`src/hdl/ipc_pkg.sv`:
```
// Purpose: constants and types of the plug-and-play configuration port
// Assumes: host and local strobes are synchronous to the block clock
// Notes: local addresses are the low nine bits of the local i/o space
// Behaviour
// Decode twelve host address lines, valid only while qualifier is low.
// Write-only index port at 0279h, write-only data port at 0A79h.
// Read-only data port relocatable, four apart, 0203h up to 03FFh.
// Index space of 256 locations; index writes reach every card.
// Reset or host command puts card in wait-for-key; nothing reachable.
// Host sends 32-value key; card detects it and goes to sleep.
// Wake with number zero moves unconfigured sleeping cards to isolation.
// Card identity lives in firmware only; hardware holds none of it.
// Card losing isolation returns to sleep by itself.
// Firmware feeds identity and checksum one bit at a time.
// Assigning a card number moves isolated card to configuration.
// Wake zero sends configured card to sleep, unconfigured to isolation.
// Wake with matching card number alone enters configuration.
// In wait-for-key allocated resources stay decoded and routed.
// Control bit 0 written one resets config registers, flags event.
// Local interrupt requested while enable and pending are both set.
// Writing master register back clears pending and set event bits.
// Master shows two-bit state; wake zero moves 01 to 10.
// Isolation bit one: drive active answer on next read pair.
// Isolation bit zero: watch low data pair, sleep if another answered.
// Each isolation read pair in state 10 flags an event.
// Host leaves at least 250 us between isolation read pairs.
// Data ports reach the register last selected by the index port.
// Read port matches bits 9:2, needs bits 1:0 high, 11:10 low.
// Key is the public 32-value sequence; mismatch restarts matching.
// Nonzero card number write flags wake-match so firmware loads data.
package ipc_pkg;
    localparam logic [11:0] HOST_INDEX_ADDR = 12'h279;
    localparam logic [11:0] HOST_WDATA_ADDR = 12'ha79;
    localparam logic [7:0] IDX_RD_ADDR = 8'h00;
    localparam logic [7:0] IDX_ISOLATE = 8'h01;
    localparam logic [7:0] IDX_CTRL = 8'h02;
    localparam logic [7:0] IDX_WAKE = 8'h03;
    localparam logic [7:0] IDX_RESOURCE = 8'h04;
    localparam logic [7:0] IDX_STATUS = 8'h05;
    localparam logic [7:0] IDX_CARD_SEL = 8'h06;
    localparam logic [7:0] IDX_LDN = 8'h07;
    localparam int CFG_N = 8;
    // activate, io0 hi/lo, io1 hi/lo, irq0, dma0, dma1
    localparam logic [7:0][7:0] CFG_IDX = {8'h75, 8'h74, 8'h70, 8'h63,
                                           8'h62, 8'h61, 8'h60, 8'h30};
    localparam logic [8:0] LOC_MASTER = 9'h102;
    localparam logic [8:0] LOC_RESOURCE = 9'h104;
    localparam logic [8:0] LOC_STATUS = 9'h105;
    localparam logic [8:0] LOC_CARD_SEL = 9'h106;
    localparam int CTRL_SRST = 0;
    localparam int CTRL_WFK = 1;
    localparam int CTRL_CARD_SEL_CLR = 2;
    localparam int M_IE = 7;
    localparam int M_IP = 6;
    localparam int M_EV_SRST = 5;
    localparam int M_EV_WAKE = 4;
    localparam int M_EV_ISO = 3;
    localparam int M_ISO_BIT = 2;
    localparam logic [7:0] KEY_SEED = 8'h6a;
    localparam logic [4:0] KEY_LAST = 5'h1f;
    localparam logic [7:0] ISO_FIRST = 8'h55;
    localparam logic [7:0] ISO_SECOND = 8'haa;
    localparam logic [1:0] CODE_WFK = 2'h0;
    localparam logic [1:0] CODE_SLP = 2'h1;
    localparam logic [1:0] CODE_ISO = 2'h2;
    localparam logic [1:0] CODE_CFG = 2'h3;
    localparam int ISO_GAP_US = 250;
    typedef enum logic [3:0] {
        S_WFK = 4'h1,
        S_SLP = 4'h2,
        S_ISO = 4'h4,
        S_CFG = 4'h8
    } ipc_fsm_e;
endpackage

```
`src/hdl/ipc_top.sv`:
```
// Purpose: plug-and-play configuration port with local firmware access
// Assumes: I_HOST_WR and I_LOC_* strobes last one cycle, I_HOST_RD is
//          the host read level, all synchronous to I_CLOCK
// Notes: identity bits come from firmware through the master register
`timescale 1ns/10ps
`default_nettype none
module ipc_top #(
    parameter int CLK_MHZ = 10
) (
    input wire logic I_CLOCK,
    input wire logic I_RESET_N,
    input wire logic I_CLK_EN,
    input wire logic [11:0] I_HOST_ADDR,
    input wire logic I_HOST_ADDR_QUALIFIER_N,
    input wire logic I_HOST_WR,
    input wire logic I_HOST_RD,
    input wire logic [7:0] I_HOST_DATA,
    output logic [7:0] O_HOST_DATA,
    output logic O_HOST_DATA_OE,
    input wire logic [8:0] I_LOC_ADDR,
    input wire logic I_LOC_WR,
    input wire logic I_LOC_RD,
    input wire logic [7:0] I_LOC_WDATA,
    output logic [7:0] O_LOC_RDATA,
    output logic O_LOC_IRQ,
    output logic [1:0] O_PNP_STATE,
    output logic [7:0] O_ACTIVATE,
    output logic [15:0] O_IO0_BASE,
    output logic [15:0] O_IO1_BASE,
    output logic [7:0] O_IRQ_LEVEL,
    output logic [7:0] O_DMA0,
    output logic [7:0] O_DMA1
);
    typedef struct packed {
        ipc_pkg::ipc_fsm_e fsm;
        logic [7:0] index;
        logic [7:0] rd_addr;
        logic [7:0] card_sel;
        logic [7:0] key_exp;
        logic [4:0] key_cnt;
        logic ie;
        logic ip;
        logic ev_srst;
        logic ev_wake;
        logic ev_iso;
        logic iso_bit;
        logic [7:0] res_data;
        logic res_ready;
        logic [ipc_pkg::CFG_N-1:0][7:0] cfg;
        logic rd_prev;
        logic rd_iso;
        logic iso_second;
        logic [1:0] low_pair;
        logic [7:0] hrdata;
        logic hoe;
        logic [7:0] lrdata;
    } ipc_s;

    ipc_s st;
    ipc_s next_st;

    // the host's own rate limit; the card does not police it
    localparam int ISO_GAP_CYC = ipc_pkg::ISO_GAP_US * CLK_MHZ;

    function automatic logic [3:0] cfg_slot(input logic [7:0] a);
        logic [3:0] r;
        r = 4'h0;
        for (int k = 0; k < ipc_pkg::CFG_N; k++) begin
            if (a == ipc_pkg::CFG_IDX[k]) begin
                r = {1'b1, 3'(k)};
            end
        end
        return r;
    endfunction

    function automatic logic [1:0] state_code(input ipc_pkg::ipc_fsm_e f);
        logic [1:0] c;
        c = ipc_pkg::CODE_WFK;
        case (f)
            ipc_pkg::S_SLP: c = ipc_pkg::CODE_SLP;
            ipc_pkg::S_ISO: c = ipc_pkg::CODE_ISO;
            ipc_pkg::S_CFG: c = ipc_pkg::CODE_CFG;
            default: c = ipc_pkg::CODE_WFK;
        endcase
        return c;
    endfunction

    logic addr_ok;
    logic wr_index;
    logic wr_data;
    logic rd_port_hit;
    logic rd_rise;
    logic rd_fall;
    logic awake;
    logic [3:0] h_slot;
    logic [3:0] l_slot;
    logic [7:0] key_step;
    logic h_srst;
    logic wake_hit;
    logic card_sel_hit;
    logic iso_rd;
    logic m_wr;

    // upper address bits and AEN are decoded outside the chip
    assign addr_ok = !I_HOST_ADDR_QUALIFIER_N;
    assign wr_index = addr_ok && I_HOST_WR
        && I_HOST_ADDR == ipc_pkg::HOST_INDEX_ADDR;
    assign wr_data = addr_ok && I_HOST_WR
        && I_HOST_ADDR == ipc_pkg::HOST_WDATA_ADDR;
    // rd_addr bit 7 low would fall below 0203h, so the port stays off
    assign rd_port_hit = addr_ok && st.rd_addr[7]
        && I_HOST_ADDR[11:10] == 2'b00 && I_HOST_ADDR[1:0] == 2'b11
        && I_HOST_ADDR[9:2] == st.rd_addr;
    assign rd_rise = I_HOST_RD && !st.rd_prev && rd_port_hit;
    assign rd_fall = !I_HOST_RD && st.rd_prev;
    assign awake = st.fsm != ipc_pkg::S_WFK;
    assign h_slot = cfg_slot(st.index);
    assign l_slot = cfg_slot(I_LOC_ADDR[7:0]);
    // public key generator: shift right, feedback of the two low bits
    assign key_step = {st.key_exp[0] ^ st.key_exp[1], st.key_exp[7:1]};
    assign h_srst = wr_data && awake && st.index == ipc_pkg::IDX_CTRL
        && I_HOST_DATA[ipc_pkg::CTRL_SRST];
    assign wake_hit = wr_data && awake && st.index == ipc_pkg::IDX_WAKE;
    assign card_sel_hit = wr_data && st.index == ipc_pkg::IDX_CARD_SEL
        && (st.fsm == ipc_pkg::S_ISO || st.fsm == ipc_pkg::S_CFG);
    assign iso_rd = rd_rise && st.fsm == ipc_pkg::S_ISO
        && st.index == ipc_pkg::IDX_ISOLATE;
    assign m_wr = I_LOC_WR && I_LOC_ADDR == ipc_pkg::LOC_MASTER;

    always_comb begin
        next_st = st;
        next_st.rd_prev = I_HOST_RD;
        // every card takes the index write, in any state
        if (wr_index) begin
            next_st.index = I_HOST_DATA;
        end
        // key matching only while waiting for it
        if (wr_index && st.fsm == ipc_pkg::S_WFK) begin
            if (I_HOST_DATA == st.key_exp) begin
                next_st.key_exp = key_step;
                next_st.key_cnt = st.key_cnt + 5'h01;
                if (st.key_cnt == ipc_pkg::KEY_LAST) begin
                    next_st.fsm = ipc_pkg::S_SLP;
                    next_st.key_exp = ipc_pkg::KEY_SEED;
                    next_st.key_cnt = 5'h00;
                end
            end else if (I_HOST_DATA == ipc_pkg::KEY_SEED) begin
                // a fresh seed byte starts a new attempt at once
                next_st.key_exp = {ipc_pkg::KEY_SEED[0]
                    ^ ipc_pkg::KEY_SEED[1], ipc_pkg::KEY_SEED[7:1]};
                next_st.key_cnt = 5'h01;
            end else begin
                next_st.key_exp = ipc_pkg::KEY_SEED;
                next_st.key_cnt = 5'h00;
            end
        end

        // firmware writes the master back: ones clear the flags
        if (m_wr) begin
            next_st.ie = I_LOC_WDATA[ipc_pkg::M_IE];
            next_st.iso_bit = I_LOC_WDATA[ipc_pkg::M_ISO_BIT];
            if (I_LOC_WDATA[ipc_pkg::M_IP]) begin
                next_st.ip = 1'b0;
            end
            if (I_LOC_WDATA[ipc_pkg::M_EV_SRST]) begin
                next_st.ev_srst = 1'b0;
            end
            if (I_LOC_WDATA[ipc_pkg::M_EV_WAKE]) begin
                next_st.ev_wake = 1'b0;
            end
            if (I_LOC_WDATA[ipc_pkg::M_EV_ISO]) begin
                next_st.ev_iso = 1'b0;
            end
        end
        if (I_LOC_WR && I_LOC_ADDR == ipc_pkg::LOC_RESOURCE) begin
            next_st.res_data = I_LOC_WDATA;
            next_st.res_ready = 1'b1;
        end
        if (I_LOC_WR && I_LOC_ADDR[8] && l_slot[3]) begin
            next_st.cfg[l_slot[2:0]] = I_LOC_WDATA;
        end

        // host register writes through the data port
        if (wr_data && awake) begin
            case (st.index)
                ipc_pkg::IDX_RD_ADDR: begin
                    if (st.fsm != ipc_pkg::S_CFG) begin
                        next_st.rd_addr = I_HOST_DATA;
                    end
                end
                ipc_pkg::IDX_CTRL: begin
                    if (I_HOST_DATA[ipc_pkg::CTRL_CARD_SEL_CLR]) begin
                        next_st.card_sel = 8'h00;
                    end
                    if (I_HOST_DATA[ipc_pkg::CTRL_WFK]) begin
                        next_st.fsm = ipc_pkg::S_WFK;
                    end
                end
                default: begin
                    if (h_slot[3] && st.fsm == ipc_pkg::S_CFG) begin
                        next_st.cfg[h_slot[2:0]] = I_HOST_DATA;
                    end
                end
            endcase
        end
        if (h_srst) begin
            next_st.cfg = '0;
            next_st.ev_srst = 1'b1;
            // pending is set after the master clear, so an event wins
            next_st.ip = 1'b1;
        end

        if (wake_hit) begin
            if (I_HOST_DATA == 8'h00) begin
                if (st.fsm == ipc_pkg::S_SLP && st.card_sel == 8'h00) begin
                    next_st.fsm = ipc_pkg::S_ISO;
                    next_st.iso_second = 1'b0;
                    next_st.ev_wake = 1'b1;
                    next_st.ip = 1'b1;
                end else if (st.fsm == ipc_pkg::S_CFG) begin
                    next_st.fsm = ipc_pkg::S_SLP;
                end
            end else if (I_HOST_DATA == st.card_sel) begin
                next_st.fsm = ipc_pkg::S_CFG;
                next_st.ev_wake = 1'b1;
                next_st.ip = 1'b1;
            end else begin
                next_st.fsm = ipc_pkg::S_SLP;
            end
        end
        if (card_sel_hit) begin
            next_st.card_sel = I_HOST_DATA;
            next_st.fsm = ipc_pkg::S_CFG;
            if (I_HOST_DATA != 8'h00) begin
                next_st.ev_wake = 1'b1;
                next_st.ip = 1'b1;
            end
        end

        // host reads; data is presented from the cycle after the edge
        if (rd_rise && awake) begin
            next_st.hoe = 1'b1;
            next_st.hrdata = 8'h00;
            case (st.index)
                ipc_pkg::IDX_ISOLATE: begin
                    next_st.hoe = iso_rd && st.iso_bit;
                    next_st.hrdata = st.iso_second ? ipc_pkg::ISO_SECOND
                        : ipc_pkg::ISO_FIRST;
                end
                ipc_pkg::IDX_RESOURCE: begin
                    next_st.hrdata = st.res_data;
                    next_st.res_ready = 1'b0;
                end
                ipc_pkg::IDX_STATUS: begin
                    next_st.hrdata = {7'h00, st.res_ready};
                end
                ipc_pkg::IDX_CARD_SEL: begin
                    next_st.hrdata = st.card_sel;
                end
                ipc_pkg::IDX_LDN: begin
                    next_st.hrdata = 8'h00;
                end
                default: begin
                    next_st.hoe = h_slot[3];
                    next_st.hrdata = st.cfg[h_slot[2:0]];
                end
            endcase
            if (st.fsm != ipc_pkg::S_CFG && !iso_rd) begin
                next_st.hoe = 1'b0;
            end
            next_st.rd_iso = iso_rd;
        end
        // a quiet card watches what the others put on the low pair
        if (st.rd_iso && I_HOST_RD) begin
            next_st.low_pair = I_HOST_DATA[1:0];
        end
        if (rd_fall) begin
            next_st.hoe = 1'b0;
            next_st.rd_iso = 1'b0;
        end
        if (rd_fall && st.rd_iso && st.fsm == ipc_pkg::S_ISO) begin
            next_st.iso_second = !st.iso_second;
            if (st.iso_second) begin
                next_st.ev_iso = 1'b1;
                next_st.ip = 1'b1;
            end
            if (!st.iso_bit && st.low_pair == (st.iso_second
                ? ipc_pkg::ISO_SECOND[1:0] : ipc_pkg::ISO_FIRST[1:0])) begin
                next_st.fsm = ipc_pkg::S_SLP;
            end
        end

        if (I_LOC_RD) begin
            case (I_LOC_ADDR)
                ipc_pkg::LOC_MASTER: begin
                    next_st.lrdata = {st.ie, st.ip, st.ev_srst, st.ev_wake,
                        st.ev_iso, st.iso_bit, state_code(st.fsm)};
                end
                ipc_pkg::LOC_RESOURCE: next_st.lrdata = st.res_data;
                ipc_pkg::LOC_STATUS: next_st.lrdata = {7'h00, st.res_ready};
                ipc_pkg::LOC_CARD_SEL: next_st.lrdata = st.card_sel;
                default: begin
                    next_st.lrdata = (I_LOC_ADDR[8] && l_slot[3])
                        ? st.cfg[l_slot[2:0]] : 8'h00;
                end
            endcase
        end
    end

    always_ff @(posedge I_CLOCK or negedge I_RESET_N) begin
        if (!I_RESET_N) begin
            st <= '0;
            st.fsm <= ipc_pkg::S_WFK;
            st.key_exp <= ipc_pkg::KEY_SEED;
        end else if (I_CLK_EN) begin
            st <= next_st;
        end
    end

    // identity never stored here, only the single bit in flight
    assign O_HOST_DATA = st.hrdata;
    assign O_HOST_DATA_OE = st.hoe;
    assign O_LOC_RDATA = st.lrdata;
    assign O_LOC_IRQ = st.ie && st.ip;
    assign O_PNP_STATE = state_code(st.fsm);
    // resources stay live whatever the state, wait-for-key included
    assign O_ACTIVATE = st.cfg[0];
    assign O_IO0_BASE = {st.cfg[1], st.cfg[2]};
    assign O_IO1_BASE = {st.cfg[3], st.cfg[4]};
    assign O_IRQ_LEVEL = st.cfg[5];
    assign O_DMA0 = st.cfg[6];
    assign O_DMA1 = st.cfg[7];

    property p_key_exit;
        @(posedge I_CLOCK) disable iff (!I_RESET_N)
        (st.fsm == ipc_pkg::S_SLP && $past(st.fsm) == ipc_pkg::S_WFK)
            |-> $past(st.key_cnt) == ipc_pkg::KEY_LAST;
    endproperty
    a_key_exit: assert property (p_key_exit)
        else $error("left wait-for-key without full key");

    property p_wfk_silent;
        @(posedge I_CLOCK) disable iff (!I_RESET_N)
        (I_CLK_EN && rd_rise && st.fsm == ipc_pkg::S_WFK) |=> !st.hoe;
    endproperty
    a_wfk_silent: assert property (p_wfk_silent)
        else $error("bus driven in wait-for-key");

    property p_srst;
        @(posedge I_CLOCK) disable iff (!I_RESET_N)
        (I_CLK_EN && h_srst) |=> st.ev_srst && st.ip && st.cfg == '0;
    endproperty
    a_srst: assert property (p_srst)
        else $error("software reset not taken");

    property p_wake_iso;
        @(posedge I_CLOCK) disable iff (!I_RESET_N)
        (I_CLK_EN && wake_hit && I_HOST_DATA == 8'h00 && !card_sel_hit
            && st.fsm == ipc_pkg::S_SLP && st.card_sel == 8'h00)
            |=> O_PNP_STATE == ipc_pkg::CODE_ISO && st.ev_wake;
    endproperty
    a_wake_iso: assert property (p_wake_iso)
        else $error("wake zero did not start isolation");

    property p_wake_cfg_sleep;
        @(posedge I_CLOCK) disable iff (!I_RESET_N)
        (I_CLK_EN && wake_hit && I_HOST_DATA == 8'h00
            && st.fsm == ipc_pkg::S_CFG) |=> st.fsm == ipc_pkg::S_SLP;
    endproperty
    a_wake_cfg_sleep: assert property (p_wake_cfg_sleep)
        else $error("configured card did not sleep");

    property p_card_sel_assign;
        @(posedge I_CLOCK) disable iff (!I_RESET_N)
        (I_CLK_EN && card_sel_hit && st.fsm == ipc_pkg::S_ISO)
            |=> st.fsm == ipc_pkg::S_CFG && st.card_sel == $past(I_HOST_DATA);
    endproperty
    a_card_sel_assign: assert property (p_card_sel_assign)
        else $error("card number not assigned");

    property p_iso_drive;
        @(posedge I_CLOCK) disable iff (!I_RESET_N)
        (I_CLK_EN && iso_rd && st.iso_bit && !rd_fall)
            |=> O_HOST_DATA_OE && (O_HOST_DATA == ipc_pkg::ISO_FIRST
                || O_HOST_DATA == ipc_pkg::ISO_SECOND);
    endproperty
    a_iso_drive: assert property (p_iso_drive)
        else $error("no active isolation answer");

    property p_iso_event;
        @(posedge I_CLOCK) disable iff (!I_RESET_N)
        $rose(st.ev_iso) |-> st.ip && $past(st.iso_second)
            && $past(st.rd_iso);
    endproperty
    a_iso_event: assert property (p_iso_event)
        else $error("isolation event out of place");

    property p_master_clear;
        @(posedge I_CLOCK) disable iff (!I_RESET_N)
        (I_CLK_EN && m_wr && I_LOC_WDATA[ipc_pkg::M_EV_SRST] && !h_srst)
            |=> !st.ev_srst;
    endproperty
    a_master_clear: assert property (p_master_clear)
        else $error("software reset event not cleared");

    property p_irq;
        @(posedge I_CLOCK) disable iff (!I_RESET_N)
        (I_CLK_EN && st.ie && $rose(st.ev_wake)) |-> O_LOC_IRQ;
    endproperty
    a_irq: assert property (p_irq)
        else $error("enabled event gave no interrupt");
endmodule
`default_nettype wire

```
`config.mk`:
```
export PLATFORM = sky130hd
export DESIGN_NAME = ipc_top
export DESIGN_NICKNAME = d
export VERILOG_FILES = /design/src/hdl/ipc_pkg.sv /design/src/hdl/ipc_top.sv
export SDC_FILE = /design/constraint.sdc
export NUM_CORES = 1
export LEC_CHECK = 0
export BUFFER_PORTS_ARGS = -buffer_cell sky130_fd_sc_hd__buf_2
export CAP_MARGIN = 20
export CORE_AREA = 5 5 160 162
export DETAILED_ROUTE_END_ITERATION = 8
export DIE_AREA = 0 0 165 167
export PLACE_DENSITY = 0.63
export SETUP_SLACK_MARGIN = 0.2
export SYNTH_ARGS = -nofsm -noshare
export SYNTH_HDL_FRONTEND = slang
export SYNTH_SLANG_ARGS = --single-unit
```
`constraint.sdc`:
```
create_clock -name I_CLOCK -period 6.1 [get_ports I_CLOCK]
set_clock_uncertainty 0.2 [all_clocks]
set_input_delay 0.305 -clock I_CLOCK [delete_from_list [all_inputs] [get_ports I_CLOCK]]
set_output_delay 0.305 -clock I_CLOCK [all_outputs]
set_load 0.02 [all_outputs]
```
=== Word level (Yosys, flattened, before mapping) ===
Cells that the tools add are included.

* Register bits: 142
* Logic and storage cells: 241
* Input bits: 45

* Equal/unequal tests: 42
* $lt $le $gt $ge: 4
* Muxes and demuxes: 93
* Reduce and logical (&&, ||, !) cells: 71
* Add/subtract/negate cells: 1
* Bitwise operators: 1

{| class="wikitable"
|+ Operators with widths
! operator !! count
|-
| 64-bit two-way mux || 5
|-
| 64-bit bitwise mux || 2
|-
| 8-bit by 7-bit == test with 1-bit output (second input constant) || 15
|-
| 4-bit two-way mux || 30
|-
| 8-bit two-way mux || 10
|-
| 8-bit binary-select mux with 3-bit select || 2
|-
| 8-bit demux with 3-bit select || 2
|-
| 8-bit one-hot mux with 5 select lines || 1
|-
| 13-bit two-way mux || 3
|-
| 9-bit == test (second input constant) || 4
|-
| 1-bit logical AND || 36
|-
| 8-bit by 3-bit == test with 1-bit output (second input constant) || 4
|-
| 1-bit two-way mux || 32
|-
| 8-bit one-hot mux with 4 select lines || 1
|-
| 8-bit == test || 3
|-
| 8-bit zero test || 3
|-
| 2-bit nonzero test || 9
|-
| 8-bit by 2-bit == test with 1-bit output (second input constant) || 2
|-
| 8-bit by 6-bit == test with 1-bit output (second input constant) || 2
|-
| 2-bit AND reduction || 8
|-
| 12-bit by 10-bit == test with 1-bit output (second input constant) || 1
|-
| 12-bit == test (second input constant) || 1
|-
| 4-bit AND reduction || 3
|-
| 8-bit by 1-bit == test with 1-bit output (second input constant) || 1
|-
| other kinds (24) || 32
|}

=== Longest topological paths before layout ===
* Depth after elaboration: 20
* Gate-level depth with buffers: 10

=== Worst setup path after synthesis ===
Ideal clock, no wire load.

* Path kind: input port to flip-flop
* Start: input port I_LOC_ADDR[4]
* End: register st[100] in the netlist's numbering
* Required time: 5.775 ns
* Slack: 3.482 ns
* Library setup time: 0.125 ns
* Stages: 7
* Path buffers: 2
* Arrival: 2.293 ns
* Path through: buf_2 > or4_1 > or3b_1 > nor3_4 > and3_1 > buf_2 > mux2_2

* Cells in the longest elaborated chain, start to end: 3

{| class="wikitable"
|+ Ends and longest elaborated chain
! element !! RTL line !! text
|-
| from (decl) || ipc_top.sv:20 || <nowiki>input wire logic [8:0] I_LOC_ADDR,</nowiki>
|-
| 9-bit == test || ipc_top.sv:128 || <nowiki>assign m_wr = I_LOC_WR && I_LOC_ADDR == ipc_pkg::LOC_MASTER;</nowiki>
|-
| 1-bit logical AND || ipc_top.sv:128 ||
|-
| 2-bit AND reduction (no line) || n/a ||
|-
| to (signal assigned) || ipc_top.sv:316 || <nowiki>st <= next_st;</nowiki>
|-
| to (decl) || ipc_top.sv:59 || <nowiki>ipc_s st;</nowiki>
|}

Every way passes these cells.
A chain may end at the register's enable or synchronous reset.

=== Worst setup path after layout ===
* Start: register st[134] in the netlist's numbering
* End: register st, in the netlist O_IO0_BASE[1]

* Cells in the longest elaborated chain, start to end: 17

{| class="wikitable"
|+ Ends and longest elaborated chain
! element !! RTL line !! text
|-
| 8-bit by 7-bit == test with 1-bit output || ipc_top.sv:69 || <nowiki>if (a == ipc_pkg::CFG_IDX[k]) begin</nowiki>
|-
| 4-bit two-way mux (7 in series) || ipc_top.sv:69 ||
|-
| 3-bit by 4-bit less-than comparator with 1-bit output (implied by the code) / 3-bit by 1-bit greater-or-equal comparator with 1-bit output (equally long branches) || ipc_top.sv:201 || <nowiki>next_st.cfg[h_slot[2:0]] = I_HOST_DATA;</nowiki>
|-
| 1-bit logical AND (implied by the code) || ipc_top.sv:201 ||
|-
| 8-bit two-way mux (implied by the code) || ipc_top.sv:201 ||
|-
| 8-bit demux with 3-bit select || ipc_top.sv:201 ||
|-
| 64-bit bitwise mux || ipc_top.sv:201 ||
|-
| 64-bit two-way mux || ipc_top.sv:200 || <nowiki>if (h_slot[3] && st.fsm == ipc_pkg::S_CFG) begin</nowiki>
|-
| 64-bit two-way mux || ipc_top.sv:185 || <nowiki>case (st.index)</nowiki>
|-
| 64-bit two-way mux || ipc_top.sv:184 || <nowiki>if (wr_data && awake) begin</nowiki>
|-
| 64-bit two-way mux (*) || ipc_top.sv:206 || <nowiki>if (h_srst) begin</nowiki>
|}

Every way passes the cells marked *; elsewhere a longest branch is shown, timed or not.

==> results_dict.tcl <==
set metrics [dict create \
    worst-r2r-setup-slack_ps 2500 \
    first_pass_iters 6 \
    crit_path_start_kind "flip-flop" \
    ys_ff_latch 142 \
    synth.net_count 1249 \
    synth_adder_area_share 0.002372 \
    clock.fmax_mhz 277.5 \
    cts.clk_slew.worst_paths_ps 60 \
    overflow 0 \
    multiInputGateArea_um2 5869 \
    cp-end-kind "flip-flop" \
    drv_cap 0 \
    finalPower_mw 2.727 \
    synthCells 1202 \
    post_drt_wl_per_cell_um 26.44 \
    die-area_um2 27560 \
    cts.sinks 142 \
    synth_flop_cell "dfrtp_1" \
    track_usage 0.2895 \
    yosysSeqAreaShare 0.3374 \
    ff2ff_path_depth 6 \
    max_stage_delay_ps 750 \
    relSlewSlack 0.2285 \
    finalHoldViolations 0 \
    drcViolationCount 0 \
    path_buf_inv 0 \
    clockBufferDepth 2 \
    worst_slew_pin_slew_ps 1148 \
    num_vias 10010 \
    fill_cells 2353 \
    path_class "reg2reg" \
    p_leak_nw 4.989 \
    grt_max_degree 77 \
    synth_mux_area_frac 0.09358 \
    critPathSlowestCell "nor2_1" \
    synth_compound_area_frac 0.2397 \
    numCtsBuffers 17 \
    grt_pass1_vias 9322 \
    postLayoutCoreUtil 0.4786 \
    drtIter0Drc 1365 \
    ant_nets 0 \
    path_depth 6 \
    rows 57 \
    port_buffers 128 \
    cp.arrival_ps 3740 \
    yosysWarnings 0 \
    yosys.area_share.simple 0.1927 \
    worstReg2RegEnd "O_IO0_BASE[1]$_DFFE_PN0P_" \
    status "completed" \
    place_congestion 1.031 \
    yosysUniqueCellTypes 83 \
    synth_edf_count 0 \
    clock_latency_ps 430 \
    die_h_um 167 \
    area_growth_pct 8.730 \
    vdd_drop_max_mv 0.1769 \
    crit_chain "or4_4 -> nor2_1 -> a211oi_2 -> nand4_1 -> nand2_1 -> o221ai_1" \
    synth_top_family_by_area "compound AO/OA/AOI/OAI gates" \
    dp_cells 1494 \
    io_pins 129 \
    syn_area_um2 10550 \
    slew_violations 0 \
    worstPathRequired_ps 6240 \
    antennaDiodeCount 0 \
    vias_per_cell 6.548 \
    yosys.area_share.xor_xnor 0.02491 \
    ff_latch_area_um2 3560 \
    power_density_nw_per_um2 237.7 \
    die_x_um 165 \
    pre_cts_ws_ps 2646 \
    nets 1239 \
    start_util 0.4402 \
    hold_path_class "in2reg" \
    synth.avg_cell_area_um2 8.776 \
    grt_pass1_wl_um 60760 \
    hold_depth 2 \
    rr_startpoint "st[134]$_DFFE_PN0P_" \
    rsz0062_at_grt "false" \
    h-tree-depth 4 \
    finalNonFillerCells 1529 \
    cts-root-buf "clkbuf_16" \
    hold_start "I_LOC_WDATA[4]" \
    tns_ps 0 \
    core_um2 23960 \
    setup_ws_ps 2496 \
    hold_end "st[97]$_DFFE_PN0P_" \
    tritoncts "built" \
    period_share 0.5908 \
    wirelength_um 40420 \
    drive_above_1_share 0.2166 \
    hpwlAfterDp_um 28500 \
    path_delay_family "simple AND/OR/NAND/NOR gates" \
    cts_resized 0 \
    antenna_found_initial 0 \
    synthArstFlopShare 1.000 \
    setup_viol 0 \
    cp_max_fo 15 \
    min_period_ps 3604 \
]
[Yosys cell counts (all sizes together) (16+ instances only)]
cell type	number	share of area
nor3	31	0.017
o31ai	28	0.020
nor2	44	0.016
nand3	56	0.027
o21a	17	0.012
a22o	16	0.013
xor2	19	0.016
nand2b	25	0.015
o221ai	42	0.035
dfrtp	137	0.32
mux2	53	0.057
mux2i	39	0.037
a21oi	43	0.020
inv	42	0.015
o21ai	66	0.031
clkbuf	70	0.025
buf	108	0.069
nand2	99	0.035
[metrics by stage]
step	instance area (µm²)	hold slack [ps]
after floorplan	10550	-190.6
after global placement	10770	187.5
after detailed placement	10770	195.1
after CTS	11460	102.4
after global routing	11470	107.4
final	11470	104.1
[worst max path at each step]
stage / slack [ps] / end / start
after floorplan: 3480 / st[100]$_DFFE_PN0P_ / I_LOC_ADDR[4]
after global placement: 2680 / O_IO0_BASE[4]$_DFFE_PN0P_ / st[134]$_DFFE_PN0P_
after detailed placement: 2650 / O_IO0_BASE[7]$_DFFE_PN0P_ / st[134]$_DFFE_PN0P_
after CTS: 2630 / O_IO0_BASE[7]$_DFFE_PN0P_ / st[134]$_DFFE_PN0P_
after global routing: 2360 / O_HOST_DATA[0]$_DFFE_PN0P_ / st[131]$_DFFE_PN0P_
final: 2500 / O_IO0_BASE[1]$_DFFE_PN0P_ / st[134]$_DFFE_PN0P_
[power by group]
part           switching (mW)  internal, mW  leakage [nW]
combinational           0.291         0.152          2.75
sequential             0.0827         0.988          1.92
clock                   0.432         0.781         0.319
total                   0.806          1.92          4.99
[state kept, by name, indices dropped and copies added (netlist names)]
name / cells
O_LOC_RDATA: 8
O_DMA0: 8
st: 54
O_ACTIVATE: 8
O_HOST_DATA_OE: 1
O_HOST_DATA: 8
O_IRQ_LEVEL: 8
key_step: 7
O_IO0_BASE: 16
O_IO1_BASE: 16
O_DMA1: 8
[what timing repair did]
action	4_1_cts	5_1_grt
hold endpoints to repair	71	0
setup endpoints to repair	0	0
setup buffers	0	0
hold buffers	2	0
[kinds of logic (layout without fill, tap and decap cells)]
kind of cell	after synthesis	count (layout)
multiplexers	92	92
flip-flops	142	142
AO/OA/AOI/OAI	348	348
adder cells (fa/ha/maj)	2	2
buffers and inverters	220	223
AND/OR/NAND/NOR	368	368
XOR/XNOR	30	30
[worst reg2reg max path, delay by kind of cell (launching register included)]
family | cells | cell delay [ps]
AO/OA/AOI/OAI | 2 | 580
flip-flops | 1 | 550
AND/OR/NAND/NOR | 4 | 2190
[metal layers]
layer  vias up  global-route usage  wire [µm]
met3        83             0.05536       4306
met5         -                   0          0
met2       651              0.4071      16880
met1      4867              0.4411      17800
met4         0             0.09873       1435
li1       4411                   -          -
[layout make-up]
| type | instances | share of cell area |
|---|---|---|
| inverter | 42 | 0.01374 |
| multi-input combinational | 840 | 0.5117 |
| clock inverter | 10 | 0.01865 |
| timing repair buffer | 149 | 0.07058 |
| clock buffer | 22 | 0.03960 |
| tap | 324 | 0.03534 |
| sequential | 142 | 0.3104 |
[placed cells by master, fill, tap and decap left out, types with 10 or more instances in the layout]
| cell | count |
|---|---|
| clkbuf_16 | 17 |
| o32ai_1 | 11 |
| nand3_1 | 55 |
| xor2_1 | 19 |
| nor2_1 | 42 |
| mux2i_1 | 39 |
| nand4_1 | 13 |
| o21ai_0 | 63 |
| buf_2 | 127 |
| o31ai_1 | 28 |
| xnor2_1 | 11 |
| nor2b_1 | 14 |
| nor3_1 | 27 |
| and3_1 | 14 |
| a22o_1 | 16 |
| inv_1 | 42 |
| buf_4 | 19 |
| a21o_1 | 14 |
| mux2_2 | 53 |
| a21oi_1 | 43 |
| dfrtp_1 | 137 |
| a32o_1 | 10 |
| a221oi_1 | 13 |
| nand2b_1 | 25 |
| o21a_1 | 17 |
| nand2_1 | 99 |
| o221ai_1 | 42 |
Note: power is estimated with default switching activity, not from simulation.
